**src/rtl/irqos_defs.svh**
```systemverilog
// offsets, field positions, reset values and timing counts of the interrupt output block
`ifndef IRQOS_DEFS_SVH
`define IRQOS_DEFS_SVH

// register byte addresses
`define IRQOS_OFF_CFG        12'h054
`define IRQOS_OFF_STS        12'h058
`define IRQOS_OFF_EN         12'h05C

// pin configuration fields
`define IRQOS_CFG_DEAS_MSB   31
`define IRQOS_CFG_DEAS_LSB   24
`define IRQOS_CFG_DEAS_CLR   14
`define IRQOS_CFG_DEAS_STS   13
`define IRQOS_CFG_IRQ_INT    12
`define IRQOS_CFG_IRQ_EN     8
`define IRQOS_CFG_POL        4
`define IRQOS_CFG_CLK_SEL    1
`define IRQOS_CFG_TYPE       0

// status and enable bit positions
`define IRQOS_B_SW           31
`define IRQOS_B_READY        30
`define IRQOS_B_TSU          29
`define IRQOS_B_FABRIC       28
`define IRQOS_B_PHY_B        27
`define IRQOS_B_PHY_A        26
`define IRQOS_B_TIMER        19
`define IRQOS_B_POWER        17
`define IRQOS_B_GPIO         12

// implemented bits of status and enable
`define IRQOS_STS_MASK       32'hFC0A_1000

// reset values
`define IRQOS_DEAS_RST       8'h00
`define IRQOS_EN_RST         32'h0000_0000
`define IRQOS_BIT_RST        1'b0

// hold-off step and clock period
`define IRQOS_DEAS_STEP_NS   10000
`define IRQOS_PCLK_NS        5
`define IRQOS_DEAS_STEP_CYC  (`IRQOS_DEAS_STEP_NS / `IRQOS_PCLK_NS)

`endif

```
**src/rtl/irqos_pkg.sv**
```systemverilog
// types shared by the interrupt output block
package irqos_pkg;

    // register selected by an apb address
    typedef enum logic [1:0] {
        IRQOS_SEL_CFG,
        IRQOS_SEL_STS,
        IRQOS_SEL_EN,
        IRQOS_SEL_NONE
    } irqos_sel_t;

    // hold-off sequencer states
    typedef enum logic {
        IRQOS_HOLD_IDLE,
        IRQOS_HOLD_RUN
    } irqos_hold_t;

endpackage

```
**src/rtl/irqos_holdoff.sv**
```systemverilog
// de-assertion hold-off timer of the interrupt output
`timescale 1ns/1ps
`include "irqos_defs.svh"

module irqos_holdoff #(
    parameter int unsigned STEP_CYC = `IRQOS_DEAS_STEP_CYC
) (
    input  wire logic       pclk,
    input  wire logic       presetn,
    input  wire logic       ce,
    input  wire logic       soft_rst,
    input  wire logic [7:0] interval,
    input  wire logic       restart,
    input  wire logic       line,
    output logic            active
);
    import irqos_pkg::*;

    typedef struct packed {
        irqos_hold_t  state;
        logic [19:0]  cyc;
        logic [7:0]   steps;
        logic         line_d;
    } irqos_hold_st_t;

    irqos_hold_st_t st_r;
    irqos_hold_st_t st_nxt;

    // sequencer: a falling line while idle, or a clear request, starts a fresh interval
    always_comb begin
        st_nxt        = st_r;
        st_nxt.line_d = line;
        case (st_r.state)
            IRQOS_HOLD_IDLE: begin
                if ((restart || (st_r.line_d && !line)) && interval != `IRQOS_DEAS_RST) begin
                    st_nxt.state = IRQOS_HOLD_RUN;
                    st_nxt.cyc   = 20'd0;
                    st_nxt.steps = 8'd1;
                end
            end
            IRQOS_HOLD_RUN: begin
                if (restart) begin
                    st_nxt.cyc   = 20'd0;
                    st_nxt.steps = 8'd1;
                end else if (st_r.cyc == 20'(STEP_CYC - 1)) begin
                    st_nxt.cyc = 20'd0;
                    if (st_r.steps >= interval) begin
                        st_nxt.state = IRQOS_HOLD_IDLE;
                    end else begin
                        st_nxt.steps = st_r.steps + 8'd1;
                    end
                end else begin
                    st_nxt.cyc = st_r.cyc + 20'd1;
                end
                // a zero interval cancels the hold-off at once
                if (interval == `IRQOS_DEAS_RST) begin
                    st_nxt.state = IRQOS_HOLD_IDLE;
                end
            end
            default: begin
                st_nxt.state = IRQOS_HOLD_IDLE;
            end
        endcase
        if (soft_rst) begin
            st_nxt = '0;
        end
    end

    // state register
    always_ff @(posedge pclk or negedge presetn) begin
        if (!presetn) begin
            st_r <= '0;
        end else if (ce) begin
            st_r <= st_nxt;
        end
    end

    assign active = (st_r.state == IRQOS_HOLD_RUN);

endmodule // irqos_holdoff

```
**src/rtl/irqos_top.sv**
```systemverilog
// interrupt status collection and interrupt pin driver with apb registers
//
// What this block does
// - polarity bit 4 picks pin level
// - open-drain ignores polarity, always active low
// - clock select bit 1 puts crystal clock out
// - type bit 0: open-drain or push-pull, reset 0
// - type bit survives the soft digital reset
// - status bits show conditions regardless of enables
// - write one clears, write zero keeps
// - software event sets on enable going high
// - ready bit sets after reset, write one clears
// - bit 29 mirrors time-stamp unit pending
// - bit 28 mirrors switch fabric pending
// - bits 27, 26 mirror transceiver B, A
// - timer bit sets on wrap, write one clears
// - power bit clears only after control flags clear
// - power event skips the hold-off interval
// - bit 12 mirrors general-purpose I/O pending
// - output enable clear keeps pin de-asserted
// - master flag is any enabled active status
// - enable bit lets source drive the output
// - hold-off after de-assert, 10 us steps
`timescale 1ns/1ps
`include "irqos_defs.svh"

module irqos_top #(
    parameter int unsigned HOLDOFF_STEP_CYC = `IRQOS_DEAS_STEP_CYC,
    parameter int unsigned ADDR_W           = 12
) (
    input  wire logic              pclk,
    input  wire logic              presetn,
    input  wire logic              ce,
    // apb slave
    input  wire logic              psel,
    input  wire logic              penable,
    input  wire logic              pwrite,
    input  wire logic [ADDR_W-1:0] paddr,
    input  wire logic [31:0]       pwdata,
    input  wire logic [3:0]        pstrb,
    output logic                   pready,
    output logic [31:0]            prdata,
    output logic                   pslverr,
    // soft digital reset request, one cycle
    input  wire logic              soft_rst,
    // event sources
    input  wire logic              device_ready,
    input  wire logic              timestamp_unit_event,
    input  wire logic              fabric_event,
    input  wire logic              phy_b_event,
    input  wire logic              phy_a_event,
    input  wire logic              gpio_event,
    input  wire logic              timer_wrap_event,
    input  wire logic              power_event,
    input  wire logic              power_flags_pending,
    // crystal clock sample for debug output
    input  wire logic              xtal_clk,
    // interrupt pin
    output logic                   irq_out,
    output logic                   irq_oe
);
    import irqos_pkg::*;

    // register state of the block, apart from the hold-off sequencer in u_holdoff
    typedef struct packed {
        logic [7:0]  holdoff_interval;
        logic        holdoff_clr;
        logic        irq_en;
        logic        pin_polarity_sel;
        logic        clk_sel;
        logic        pin_type;
        logic [31:0] enable;
        logic        software_event;
        logic        ready;
        logic        timer_wrap;
        logic        power_event_flag;
        logic        ready_d;
        logic        line;
        logic        xtal_d;
        logic        irq_out;
        logic        irq_oe;
        logic [31:0] rdata;
        logic        pready;
        logic        pslverr;
    } irqos_state_t;

    irqos_state_t st_r;
    irqos_state_t st_nxt;

    logic        hold_active;
    logic [31:0] sts_view;
    logic [31:0] cfg_view;
    logic [31:0] pend;
    logic        irq_int;
    logic        line_gated;
    logic        wr_acc;
    logic        setup;
    irqos_sel_t  sel;

    // address decode, shared by read and write paths
    function automatic irqos_sel_t decode(input logic [ADDR_W-1:0] a);
        if (a == ADDR_W'(`IRQOS_OFF_CFG)) begin
            return IRQOS_SEL_CFG;
        end else if (a == ADDR_W'(`IRQOS_OFF_STS)) begin
            return IRQOS_SEL_STS;
        end else if (a == ADDR_W'(`IRQOS_OFF_EN)) begin
            return IRQOS_SEL_EN;
        end
        return IRQOS_SEL_NONE;
    endfunction

    // write strobe expansion to a bit mask
    function automatic logic [31:0] lane_mask(input logic [3:0] s);
        return {{8{s[3]}}, {8{s[2]}}, {8{s[1]}}, {8{s[0]}}};
    endfunction

    // hold-off interval timer
    irqos_holdoff #(
        .STEP_CYC (HOLDOFF_STEP_CYC)
    ) u_holdoff (
        .pclk     (pclk),
        .presetn  (presetn),
        .ce       (ce),
        .soft_rst (soft_rst),
        .interval (st_r.holdoff_interval),
        .restart  (st_r.holdoff_clr),
        .line     (st_r.line),
        .active   (hold_active)
    );

    // live status view, sources shown whether enabled or not
    always_comb begin
        sts_view                   = 32'h0000_0000;
        sts_view[`IRQOS_B_SW]      = st_r.software_event;
        sts_view[`IRQOS_B_READY]   = st_r.ready;
        sts_view[`IRQOS_B_TSU]     = timestamp_unit_event;
        sts_view[`IRQOS_B_FABRIC]  = fabric_event;
        sts_view[`IRQOS_B_PHY_B]   = phy_b_event;
        sts_view[`IRQOS_B_PHY_A]   = phy_a_event;
        sts_view[`IRQOS_B_TIMER]   = st_r.timer_wrap;
        sts_view[`IRQOS_B_POWER]   = st_r.power_event_flag;
        sts_view[`IRQOS_B_GPIO]    = gpio_event;
    end

    // enabled sources and master flag
    assign pend       = sts_view & st_r.enable;
    assign irq_int    = |pend;
    // power event bypasses the hold-off, others wait it out
    assign line_gated = ((|(pend & ~(32'h0000_0001 << `IRQOS_B_POWER))) && !hold_active)
                        || pend[`IRQOS_B_POWER];

    // configuration view
    always_comb begin
        cfg_view = 32'h0000_0000;
        cfg_view[`IRQOS_CFG_DEAS_MSB:`IRQOS_CFG_DEAS_LSB] = st_r.holdoff_interval;
        cfg_view[`IRQOS_CFG_DEAS_STS] = hold_active;
        cfg_view[`IRQOS_CFG_IRQ_INT]  = irq_int;
        cfg_view[`IRQOS_CFG_IRQ_EN]   = st_r.irq_en;
        cfg_view[`IRQOS_CFG_POL]      = st_r.pin_polarity_sel;
        cfg_view[`IRQOS_CFG_CLK_SEL]  = st_r.clk_sel;
        cfg_view[`IRQOS_CFG_TYPE]     = st_r.pin_type;
    end

    // apb phases
    assign setup  = psel && !penable;
    assign wr_acc = psel && penable && st_r.pready && pwrite && !st_r.pslverr;
    assign sel    = decode(paddr);

    // next state
    always_comb begin
        logic [31:0] wm;
        logic [31:0] wd;
        logic        sw_en_rise;
        wm         = lane_mask(pstrb);
        wd         = pwdata & wm;
        sw_en_rise = 1'b0;
        st_nxt     = st_r;

        // apb answer: one wait-free access cycle after setup
        st_nxt.pready  = setup;
        st_nxt.pslverr = setup && (sel == IRQOS_SEL_NONE);
        st_nxt.rdata   = 32'h0000_0000;
        if (setup && !pwrite) begin
            case (sel)
                IRQOS_SEL_CFG:  st_nxt.rdata = cfg_view;
                IRQOS_SEL_STS:  st_nxt.rdata = sts_view;
                IRQOS_SEL_EN:   st_nxt.rdata = st_r.enable;
                default:        st_nxt.rdata = 32'h0000_0000;
            endcase
        end

        // clear request is a single pulse
        st_nxt.holdoff_clr = 1'b0;

        // register writes
        if (wr_acc) begin
            case (sel)
                IRQOS_SEL_CFG: begin
                    if (pstrb[3]) begin
                        st_nxt.holdoff_interval = pwdata[`IRQOS_CFG_DEAS_MSB:`IRQOS_CFG_DEAS_LSB];
                    end
                    if (pstrb[1]) begin
                        st_nxt.holdoff_clr = pwdata[`IRQOS_CFG_DEAS_CLR];
                        st_nxt.irq_en      = pwdata[`IRQOS_CFG_IRQ_EN];
                    end
                    if (pstrb[0]) begin
                        st_nxt.pin_polarity_sel = pwdata[`IRQOS_CFG_POL];
                        st_nxt.clk_sel          = pwdata[`IRQOS_CFG_CLK_SEL];
                        st_nxt.pin_type         = pwdata[`IRQOS_CFG_TYPE];
                    end
                end
                IRQOS_SEL_STS: begin
                    // write one clears, zero leaves the bit alone
                    if (wd[`IRQOS_B_SW]) begin
                        st_nxt.software_event = 1'b0;
                    end
                    if (wd[`IRQOS_B_READY]) begin
                        st_nxt.ready = 1'b0;
                    end
                    if (wd[`IRQOS_B_TIMER]) begin
                        st_nxt.timer_wrap = 1'b0;
                    end
                    if (wd[`IRQOS_B_POWER] && !power_flags_pending) begin
                        st_nxt.power_event_flag = 1'b0;
                    end
                end
                IRQOS_SEL_EN: begin
                    sw_en_rise = wd[`IRQOS_B_SW] && !st_r.enable[`IRQOS_B_SW];
                    st_nxt.enable = ((st_r.enable & ~wm) | wd) & `IRQOS_STS_MASK;
                end
                default: begin
                    st_nxt.enable = st_r.enable;
                end
            endcase
        end

        // hardware sets, placed after clears so a same-cycle set wins
        if (sw_en_rise) begin
            st_nxt.software_event = 1'b1;
        end
        st_nxt.ready_d = device_ready;
        if (device_ready && !st_r.ready_d) begin
            st_nxt.ready = 1'b1;
        end
        if (timer_wrap_event) begin
            st_nxt.timer_wrap = 1'b1;
        end
        if (power_event) begin
            st_nxt.power_event_flag = 1'b1;
        end

        // internal line, not masked by output enable, status untouched
        st_nxt.line   = line_gated;
        st_nxt.xtal_d = xtal_clk;

        // pin driver
        if (st_r.clk_sel) begin
            // debug clock out, push-pull advised for a clean waveform
            st_nxt.irq_out = st_r.pin_type ? st_r.xtal_d : 1'b0;
            st_nxt.irq_oe  = st_r.pin_type ? 1'b1 : !st_r.xtal_d;
        end else if (st_r.pin_type) begin
            st_nxt.irq_out = st_r.pin_polarity_sel ? (st_r.irq_en && st_r.line)
                                                   : !(st_r.irq_en && st_r.line);
            st_nxt.irq_oe  = 1'b1;
        end else begin
            // open drain: pull low when asserted, polarity ignored
            st_nxt.irq_out = 1'b0;
            st_nxt.irq_oe  = st_r.irq_en && st_r.line;
        end

        // soft digital reset: all back to defaults but the pin type
        if (soft_rst) begin
            st_nxt                  = '0;
            st_nxt.holdoff_interval = `IRQOS_DEAS_RST;
            st_nxt.enable           = `IRQOS_EN_RST;
            st_nxt.pin_type         = st_r.pin_type;
            st_nxt.irq_out          = 1'b0;
            st_nxt.irq_oe           = 1'b0;
        end
    end

    // state register, frozen while the clock enable is low
    always_ff @(posedge pclk or negedge presetn) begin
        if (!presetn) begin
            st_r                  <= '0;
            st_r.holdoff_interval <= `IRQOS_DEAS_RST;
            st_r.enable           <= `IRQOS_EN_RST;
            st_r.pin_type         <= `IRQOS_BIT_RST;
        end else if (ce) begin
            st_r <= st_nxt;
        end
    end

    // outputs straight from flops
    assign pready  = st_r.pready;
    assign prdata  = st_r.rdata;
    assign pslverr = st_r.pslverr;
    assign irq_out = st_r.irq_out;
    assign irq_oe  = st_r.irq_oe;

endmodule // irqos_top

```
**config.mk**
```make
export PLATFORM = sky130hd
export DESIGN_NAME = irqos_top
export DESIGN_NICKNAME = d
export VERILOG_FILES = /design/src/rtl/irqos_pkg.sv /design/src/rtl/irqos_holdoff.sv /design/src/rtl/irqos_top.sv
export VERILOG_INCLUDE_DIRS = /design/src /design/src/rtl
export SDC_FILE = /design/constraint.sdc
export NUM_CORES = 1
export LEC_CHECK = 0
export BUFFER_PORTS_ARGS = -buffer_cell sky130_fd_sc_hd__buf_2
export CORE_MARGIN = 4
export CORE_UTILIZATION = 40
export DETAILED_ROUTE_END_ITERATION = 12
export PLACE_DENSITY = 0.58
export SLEW_MARGIN = 20
export SYNTH_ARGS = -nofsm -noshare
export SYNTH_HDL_FRONTEND = slang
export SYNTH_HIERARCHICAL = 1
export SYNTH_SLANG_ARGS = --single-unit
```
**constraint.sdc**
```tcl
create_clock -name pclk -period 2.7 [get_ports pclk]
set_input_delay 0.675 -clock pclk [delete_from_list [all_inputs] [get_ports pclk]]
set_output_delay 0.675 -clock pclk [all_outputs]
set_load 0.02 [all_outputs]
```
# ---- Word level (Yosys, flattened, before mapping)
# Cells that the tools add are included.
dict set report classes {
  n_lt_le_gt_ge 1
  muxes 43
  n_bitwise 7
  eq_ne 10
  reduce_logical 60
  addsub 2
}
# cell n
set op_table {}
lappend op_table {{$and A32 B32 Y32} 3}
lappend op_table {{$pmux W32 S3} 1}
lappend op_table {{$mux W88} 1}
lappend op_table {{$mux W32} 2}
lappend op_table {{$pmux W29 S2} 1}
lappend op_table {{$mux W49} 1}
lappend op_table {{$eq A12 B7 Y1 const B} 3}
lappend op_table {{$reduce_bool A3 Y1} 12}
lappend op_table {{$not A32 Y32} 1}
lappend op_table {{$or A32 B32 Y32} 1}
lappend op_table {{$reduce_and A4 Y1} 8}
lappend op_table {{$reduce_or A32 Y1} 1}
lappend op_table {{$reduce_or A31 Y1} 1}
lappend op_table {{$mux W30} 1}
lappend op_table {{$mux W29} 1}
lappend op_table {{$mux W28} 1}
lappend op_table {{$mux W8} 3}
lappend op_table {{$add A20 B1 Y20 const B} 1}
lappend op_table {{$eq A20 B11 Y1 const B} 1}
lappend op_table {{$mux W1} 20}
lappend op_table {{$mux W20} 1}
lappend op_table {{$logic_and A1 B1 Y1} 14}
lappend op_table {{$mux W2} 7}
lappend op_table {{$mux W13} 1}
lappend op_table {{18 further kinds} 36}
dict set report word_totals {
  input_bits 65
  reg_bits 118
}

# ---- Logic depth before layout (Yosys ltp)
# Gate-level depths: netlist of the first run.
dict set report depth {
  word_depth 10
  depth_mapped 8
}

# ---- By module
# The synthesis of the first run kept the hierarchy.
# module cells_each area_per_inst_um2 instances
set modules_own_cells {}
lappend modules_own_cells {irqos_top 300 2905.3 1}
lappend modules_own_cells {irqos_holdoff 215 1873.0 1}

# ---- Worst setup path before layout of the first run
# Ideal clock, no wire load.
dict set report synth_timing {
  path_type {register -> register}
  start {register u_holdoff/st_r[1] (netlist bit)}
  end {register u_holdoff/st_r[4] (netlist bit)}
  slack_ns 0.370
  t_arrival_ns 2.252
  path_stages_with_launch 9
  setup_time_ns 0.078
  cell_sequence {dfrtp_1 > inv_1 > ha_1 > nand2b_1 > a2111o_1 > a31oi_2 > nor2_1 > or4_1 > a21oi_1}
}
dict set report synth_between {
  elab_chain_len 6
}
# item line_no
set synth_lines {}
lappend synth_lines {{start, declared} irqos_holdoff.sv:26} ;# irqos_hold_st_t st_r;
lappend synth_lines {{start signal, assigned} irqos_holdoff.sv:74} ;# st_r <= st_nxt;
lappend synth_lines {{$add A8 B1 Y8} irqos_holdoff.sv:50} ;# st_nxt.steps = st_r.steps + 8'd1;
lappend synth_lines {{$mux W8} irqos_holdoff.sv:47} ;# if (st_r.steps >= interval) begin
lappend synth_lines {{$mux W8} irqos_holdoff.sv:45} ;# end else if (st_r.cyc == 20'(STEP_CYC - 1)) begin
lappend synth_lines {{$mux W28} irqos_holdoff.sv:42} ;# if (restart) begin
lappend synth_lines {{$pmux W29 S2} irqos_holdoff.sv:33} ;# case (st_r.state)
lappend synth_lines {{$mux W30} irqos_holdoff.sv:64} ;# if (soft_rst) begin
# Several ways; a longest one is shown, not always the timed one. The select of a mux whose other input is x is not followed.
# A chain may end at the register's enable or synchronous reset.

# ---- Final worst setup path of the first run
dict set report layout_timing {
  start {register st_r, in the netlist cfg_view[24]}
  end {register u_holdoff/st_r[4] (netlist bit)}
}
dict set report layout_between {
  elab_chain_len 4
}
# item line_no
set layout_lines {}
lappend layout_lines {{start, declared} irqos_top.sv:87} ;# irqos_state_t st_r;
lappend layout_lines {{start signal, assigned} irqos_top.sv:290} ;# st_r <= st_nxt;
lappend layout_lines {{parallel branches: the longest is 3 deep, another holds $ge A8 B8 Y1} n/a}
lappend layout_lines {{$reduce_and A4 Y1 (no source line) *} n/a}
# Mark *: on every way between the ends.

==> metrics.md, run 1 <==
| Metric | Value |
|---|---|
| WP data required | 2960 ps |
| Vias per cell | 5.67 |
| Worst slew margin | 55.0% |
| Main combinational cell family by area after synthesis | compound AO/OA/AOI/OAI gates |
| Top FF cell, synth | dfrtp_1 |
| CTS tree | yes |
| Cell internal pwr | 2.19 mW |
| Full die area | 13800 sq um |
| Cell taking the most area after synthesis | dfrtp_1 |
| Hold WC Path Type | in2async |
| Tcrit/Tclk final | 92.8% |
| Yosys cell types | 65 |
| Worst Setup Path Type | reg2reg |
| Hold WS | 313 ps |
| Post-Synth Simple-Gate Area | 20.7% |
| Synth top area cells | dfrtp_1 42%, buf_4 5.0%, o21ai_0 4.8% |
| 1st-iter DRT viols | 308 |
| Hold Violations, Final | 0 |
| Post-synthesis mux area share | 2.75% |
| Vias in the first global route | 3875 |
| TritonCTS Buffers | 9 |
| Post-DP HPWL | 9.21 mm |
| Post-route ant nets | 0 |
| Antenna violations before repair | 0 |
| Async SR Flop Fraction | 100% |
| Commonest cells after routing, fill and taps aside | 83 x buf_2, 80 x dfrtp_1, 51 x nand2_1, 46 x o21ai_0, 28 x inv_1 |
| Commonest non-fill, non-tap cell in the layout | buf_2 |
| Top-area cell type share of the netlist area | 41.9% |
| Share of the yosys chip area belonging to registers | 41.9% |
| Number of I/O port buffers | 84 |
| Worst setup EP type | flip-flop |
| TritonRoute pass-1 iters | 5 |
| Critical path, cell by cell | ha_1 > nand2b_1 > a2111o_1 > a31oi_2 > nor2_1 > or4_1 > a21oi_1 |
| Worst reg-to-reg path cell count | 7 |
| Leak | 2.55 nW |
| Combinational Power Share | 9.8% |
| Clk network pwr share | 46.8% |
| Ant diodes | 0 |
| Total number of vias | 4113 |
| Drt total wl | 12.4 mm |
| CTS hold repair buffers | 0 |
| F_max | 399 MHz |
| Critical path's slowest cell | or4_1 |
| Post-CTS setup buffers | 0 |
| Clk sinks | 80 |
| CP max FO | 9 |
| Synthesized-area fraction occupied by ao, oa, aoi and oai cells | 21.9% |
| Wire per inst | 17.2 um |
| Syn_nets | 590 |
| CP Data Arrival Time | 2760 ps |
| Seq pwr share | 43.4% |
| Core box area | 11600 sq um |
| Yosys warning total | 6 |
| PwrDens | 521 nW/um^2 |
| H-tree depth | 3 |
| Synth Instances | 515 |
| Synth Area in XOR/XNOR | 1.10% |
| Starting Density | 41.3% |
| EDFF count, synth | 0 |
| DRC | 0 |
| Minimum clock period | 2510 ps |
| Area delta synth->final | 16.1% |
| Nets@finish | 652 |
| Synth Register Bits | 80 |
| GR Overflow Total | 0 |
| Final TNS setup | 0 ps |
| Net Sw Frac | 24.0% |
| RSZ-0062 raised after global routing | false |
| DIE WIDTH | 117 um |
| Post-synthesis adder-cell area fraction | 2.62% |
| Sw Pwr | 0.694 mW |
| Max-slew violations | 0 |
| Share of layout cells above drive strength 1 | 24.2% |
| Post-cts repair resize count | 0 |
| Clk_lat worst skew | 340 ps |
| Setup Skew | 10.4 ps |
| I/O Pins | 101 |
| Clock transition at the registers of the reported paths | 60 ps |
| Synthesized area | 4780 sq um |
| Max stage delay on crit path | 540 ps |
| Rows | 39 |
| Gr usage total | 18.6% |
| Placer Congestion | 0.866 |
| Final setup fails | 0 |
| Max-cap violations | 0 |
| Status | complete, no violations |
| First-pass GRT wire length | 19.9 mm |
| Clock root buffer | clkbuf_16 |
| Startpoint types | flip-flop |
| Mean Syn Cell Area | 9.28 sq um |
| Worst Tran Pin Value | 674 ps |
| Deepest clock path buffer count | 2 |
| Largest net degree at the start of global routing | 40 |
| VDD IR max | 0.000233 V |
| Chip height | 117 um |
==> final timing paths <==
kind / endpoint / slack (ps) / start
setup / recovery: u_holdoff/st_r[4]$_DFFE_PN0P_ / 190 / cfg_view[24]$_DFFE_PN0P_
hold / removal: u_holdoff/st_r[16]$_DFFE_PN0P_ / 310 / presetn
setup reg to reg: u_holdoff/st_r[4]$_DFFE_PN0P_ / 190 / cfg_view[24]$_DFFE_PN0P_
hold reg to reg: irq_oe$_DFFE_PN0P_ / 480 / irq_oe$_DFFE_PN0P_
max in group asynchronous: u_holdoff/st_r[28]$_DFFE_PN0P_ / 1790 / presetn
min in group pclk: irq_oe$_DFFE_PN0P_ / 480 / irq_oe$_DFFE_PN0P_
==> power groups by stage <==
stage / combinational (mW) / clock (mW) / sequential [mW]
CTS: 0.285 / 1.38 / 1.25
floorplan: 0.149 / 0 / 1.27
global route: 0.317 / 1.43 / 1.26
finish: 0.282 / 1.35 / 1.25
detailed placement: 0.285 / 0 / 1.27
global placement: 0.280 / 0 / 1.27
==> flip-flops by register name (all words and copies together) (netlist names) <==
register,cells
irq_oe,1
pready,1
irq_out,1
cfg_view,12
st_r,17
u_holdoff/active,1
pslverr,1
u_holdoff/st_r,29
prdata,17
==> through the flow <==
step	instances	util (%)	area, sq um	total power, mW	setup slack, ps
after floorplan	515	-	4780	1.42	370
after global placement	709	45.1	5210	1.55	260
after detailed placement	709	45.1	5210	1.56	219
after CTS	725	48.0	5550	2.92	201
after global routing	725	48.0	5550	3.00	60.1
final	725	48.0	5550	2.89	193
==> kinds of logic after synthesis <==
kind of cell	count (synthesis)
xor gates and xnor gates	6
adders and majority gates	10
AOI/OAI and AO/OA	149
muxes	12
DFF	80
and+or+nand+nor	177
buffers and inverters	81
==> critical path: cells and delay by family (launching register included) <==
kind                     cells  cell delay [ps]
AO/OA/AOI/OAI                3              830
adder cells (fa/ha/maj)      1              280
flip-flops                   1              440
AND/OR/NAND/NOR              3              870
==> cell usage after synthesis, types with 2 or more instances <==
| library cell | instances |
|---|---|
| xor2_1 | 5 |
| buf_2 | 5 |
| a22oi_1 | 8 |
| clkbuf_1 | 13 |
| a221o_1 | 3 |
| buf_1 | 2 |
| o31ai_1 | 8 |
| a31oi_1 | 3 |
| and4_1 | 4 |
| nor2b_1 | 9 |
| dfrtp_1 | 80 |
| mux2_1 | 2 |
| buf_4 | 32 |
| inv_1 | 28 |
| and2_1 | 2 |
| o2bb2ai_1 | 10 |
| or4_1 | 6 |
| and3_1 | 5 |
| a21oi_1 | 17 |
| mux2_2 | 7 |
| nand4b_1 | 2 |
| nand2_1 | 51 |
| o21ai_0 | 46 |
| ha_1 | 10 |
| nand4_1 | 11 |
| or3_1 | 6 |
| nor4b_4 | 2 |
| nand2b_1 | 6 |
| nand3b_1 | 2 |
| o311ai_1 | 6 |
| o211ai_1 | 12 |
| o41ai_1 | 2 |
| nor4_1 | 6 |
| o221ai_1 | 6 |
| nor3_1 | 8 |
| nor2_1 | 19 |
| a22o_1 | 9 |
| nand4_2 | 3 |
| a31o_2 | 2 |
| mux2i_1 | 3 |
| o311ai_0 | 3 |
| nand3_1 | 27 |
| a221oi_1 | 2 |
==> cell type report <==
| cell class | count | area (sq um) |
|---|---|---|
| fill | 1066 | 6020 |
| multi-input combinational | 354 | 2350 |
| sequential | 80 | 2000 |
| timing repair buffer | 103 | 578 |
| clock buffer | 12 | 256 |
| tap | 143 | 179 |
| inverter | 29 | 109 |
| clock inverter | 4 | 76.3 |
==> routing by layer <==
metal | vias to the layer above | GRT usage [%] | part of all wire (%)
li1 | 2022 | - | -
met1 | 1965 | 27.1 | 49
met2 | 111 | 27.4 | 44
met3 | 15 | 2.93 | 5.1
met4 | 0 | 7.65 | 1.6
met5 | - | 0 | 0
No activity file was read; power rests on OpenSTA's default activity.
==> run 2, diff against run 1 <==
--- a/config.mk
+++ b/config.mk
@@ -11,6 +11,7 @@
 export CORE_UTILIZATION = 40
 export DETAILED_ROUTE_END_ITERATION = 12
 export PLACE_DENSITY = 0.58
+export RECOVER_POWER = 100
 export SLEW_MARGIN = 20
 export SYNTH_ARGS = -nofsm -noshare
 export SYNTH_HDL_FRONTEND = slang
==> constraint.sdc (replaced) <==
create_clock -name pclk -period 2.7 [get_ports pclk]
set_input_delay 0.675 -clock pclk [delete_from_list [all_inputs] [get_ports pclk]]
set_output_delay 0.675 -clock pclk [all_outputs]
set_load 0.05 [all_outputs]
==> run 2 against run 1 <==
  * Sequential power about the same
  * Final cell count unchanged
  * Total power decreased by 0.20%
  * Hold slack improved by 170 ps
  * Count of clock-buffer cells in the layout unchanged
  * Clock skew about the same
  * Core utilization decreased by 1.1 points
  * Routed wire length increased by 0.26%
  * Critical path depth unchanged
==> metrics.md, run 2 (synthesis gave the netlist of run 1 again) <==
| Metric | Value |
|---|---|
| Status | complete, no violations |
| 1st-iter DRT viols | 256 (-17%) |
| Tcrit/Tclk final | 92.0% (-0.84 points) |
| Startpoint types | flip-flop |
| Clk_lat worst skew | 340 ps (about the same) |
| F_max | 403 MHz (+0.91%) |
| CP max FO | 9 (unchanged) |
| RSZ-0062 raised after global routing | false |
| Post-CTS setup buffers | 0 (unchanged) |
| Max reg flops | 29 (unchanged) |
| WP data required | 2960 ps (about the same) |
| Full die area | 13800 sq um (unchanged) |
| Drt total wl | 12.5 mm (+0.26%) |
| PwrDens | 532 nW/um^2 (+2.2%) |
| Minimum clock period | 2480 ps (-22.6 ps) |
| Max-cap violations | 0 (unchanged) |
| Seq pwr share | 43.5% (about the same) |
| Post-DP HPWL | 9.21 mm (unchanged) |
| CP Data Arrival Time | 2740 ps (-20 ps) |
| Ant diodes | 0 (unchanged) |
| Combinational Power Share | 9.5% (-0.3 points) |
| First-pass GRT wire length | 19.9 mm (unchanged) |
| Final setup fails | 0 (unchanged) |
| Clk network pwr share | 47.1% (+0.3 points) |
| Largest net degree at the start of global routing | 40 (unchanged) |
| Starting Density | 41.3% (unchanged) |
| Commonest non-fill, non-tap cell in the layout | dfrtp_1 |
| Net Sw Frac | 24.2% (+0.18 points) |
| Worst Setup Path Type | reg2reg |
| Worst setup EP type | flip-flop |
| Final TNS setup | 0 ps (unchanged) |
| Post-route ant nets | 0 (unchanged) |
| Share of layout cells above drive strength 1 | 16.0% (-8.2 points) |
| TritonRoute pass-1 iters | 6 (+1) |
| Cell internal pwr | 2.18 mW (-0.45%) |
| Placer Congestion | 0.866 (unchanged) |
| Sw Pwr | 0.698 mW (+0.56%) |
| VDD IR max | 0.000235 V (+0.54%) |
| Area delta synth->final | 13.3% |
| PnR worst setup slack | 216 ps (+22.6 ps) |
| Worst slew margin | 31.9% (-23 points) |
| Clock root buffer | clkbuf_16 |
| TritonCTS Buffers | 9 (unchanged) |
| Gr usage total | 18.6% (unchanged) |
| Nets@finish | 652 (unchanged) |
| DIE WIDTH | 117 um (unchanged) |
| Total number of vias | 4156 (+1.0%) |
| GR Overflow Total | 0 (unchanged) |
| Setup Skew | 10.3 ps (-0.107 ps) |
| Final core utilization | 46.8% (-1.1 points) |
| Max-slew violations | 0 (unchanged) |
| Wire per inst | 17.2 um (+0.26%) |
| Leak | 2.32 nW (-8.9%) |
| Deepest clock path buffer count | 2 (unchanged) |
| Post-cts repair resize count | 0 (unchanged) |
| Layout fillers | 1105 (+3.7%) |
| Rows | 39 (unchanged) |
| Hold WC Path Type | reg2reg |
| CTS tree | yes |
| Biggest register | u_holdoff/st_r |
| Clock transition at the registers of the reported paths | 60 ps (about the same) |
| CTS hold repair buffers | 0 (unchanged) |
| Placement Setup Slack | 219 ps (unchanged) |
| Clk sinks | 80 (unchanged) |
| Antenna violations before repair | 0 (unchanged) |
| Worst Tran Pin Value | 1020 ps (+348 ps) |
| H-tree depth | 3 (unchanged) |
| DRC | 0 (unchanged) |
| Hold Violations, Final | 0 (unchanged) |
| Chip height | 117 um (unchanged) |
| Vias in the first global route | 3875 (unchanged) |
| Reg2Reg Setup Slack | 220 ps (+20 ps) |
| Vias per cell | 5.73 (+1.0%) |
| Core box area | 11600 sq um (unchanged) |
| Commonest cells after routing, fill and taps aside | 80 x dfrtp_1, 51 x nand2_1, 47 x o21ai_0, 46 x buf_2, 44 x clkbuf_1 |
| I/O Pins | 101 (unchanged) |
| Number of I/O port buffers | 84 (unchanged) |
run 2: cell types whose count changed in the layout (fill, tap and decap cells not counted), moves of 5 or more:
cell      before  now
clkbuf_2       0    5
buf_4         19    9
clkbuf_1       1   44
o311ai_1       6    0
o311ai_0       3    9
buf_2         83   46
run 2: worst max-delay path: stages (launching register included):
cell	delay, ps
dfrtp_1	440
ha_1	280
nand2b_1	140
a2111o_1	410
a31oi_2	250
nor2_1	180
or4_1	540
a21oi_1	160
run 2: final timing paths:
| kind | from | endpoint | depth (start not counted) |
|---|---|---|---|
| setup reg to reg | cfg_view[24]$_DFFE_PN0P_ | u_holdoff/st_r[4]$_DFFE_PN0P_ | 7 |
| min in group asynchronous | presetn | u_holdoff/st_r[16]$_DFFE_PN0P_ | 1 |
| max in group asynchronous | presetn | pslverr$_DFFE_PN0P_ | 2 |
| hold / removal | prdata[31]$_DFFE_PN0P_ | prdata[31]$_DFFE_PN0P_ | 1 |
| hold reg to reg | prdata[31]$_DFFE_PN0P_ | prdata[31]$_DFFE_PN0P_ | 1 |
| setup / recovery | cfg_view[24]$_DFFE_PN0P_ | u_holdoff/st_r[4]$_DFFE_PN0P_ | 7 |
run 2: area by class of cell:
class | instances | area (sq um) | share of cell area [%]
multi-input cells | 354 | 2310 | 42.6
flip-flops and latches | 80 | 2000 | 37.0
repair buffers | 103 | 484 | 8.94
clock buffers | 12 | 256 | 4.74
well taps | 143 | 179 | 3.30
inverters | 29 | 109 | 2.01
clock inverters | 4 | 76.3 | 1.41
run 2: stage by stage:
step / hold slack [ps] / std cells / power [mW] / area [sq um]
6_report: 487 / 725 / 2.88 / 5420
5_1_grt: 494 / 725 / 2.99 / 5420
4_1_cts: 339 / 725 / 2.92 / 5550
3_5_place_dp: 473 / 709 / 1.56 / 5210
3_3_place_gp: 462 / 709 / 1.56 / 5210
2_1_floorplan: 379 / 515 / 1.42 / 4780
run 2: routing by layer:
layer | GRT usage (%) | vias up | share of wire, %
met5 | 0 | - | 0
li1 | - | 2022 | -
met2 | 27.4 | 136 | 44
met4 | 7.65 | 0 | 1.7
met1 | 27.1 | 1981 | 49
met3 | 2.93 | 17 | 4.7
run 2: power groups by stage:
stage	Combinational (mW)	Clock, mW	Sequential, mW
global placement	0.284	0	1.27
detailed placement	0.289	0	1.27
CTS	0.289	1.38	1.25
global route	0.307	1.43	1.26
floorplan	0.149	0	1.27
finish	0.273	1.36	1.25
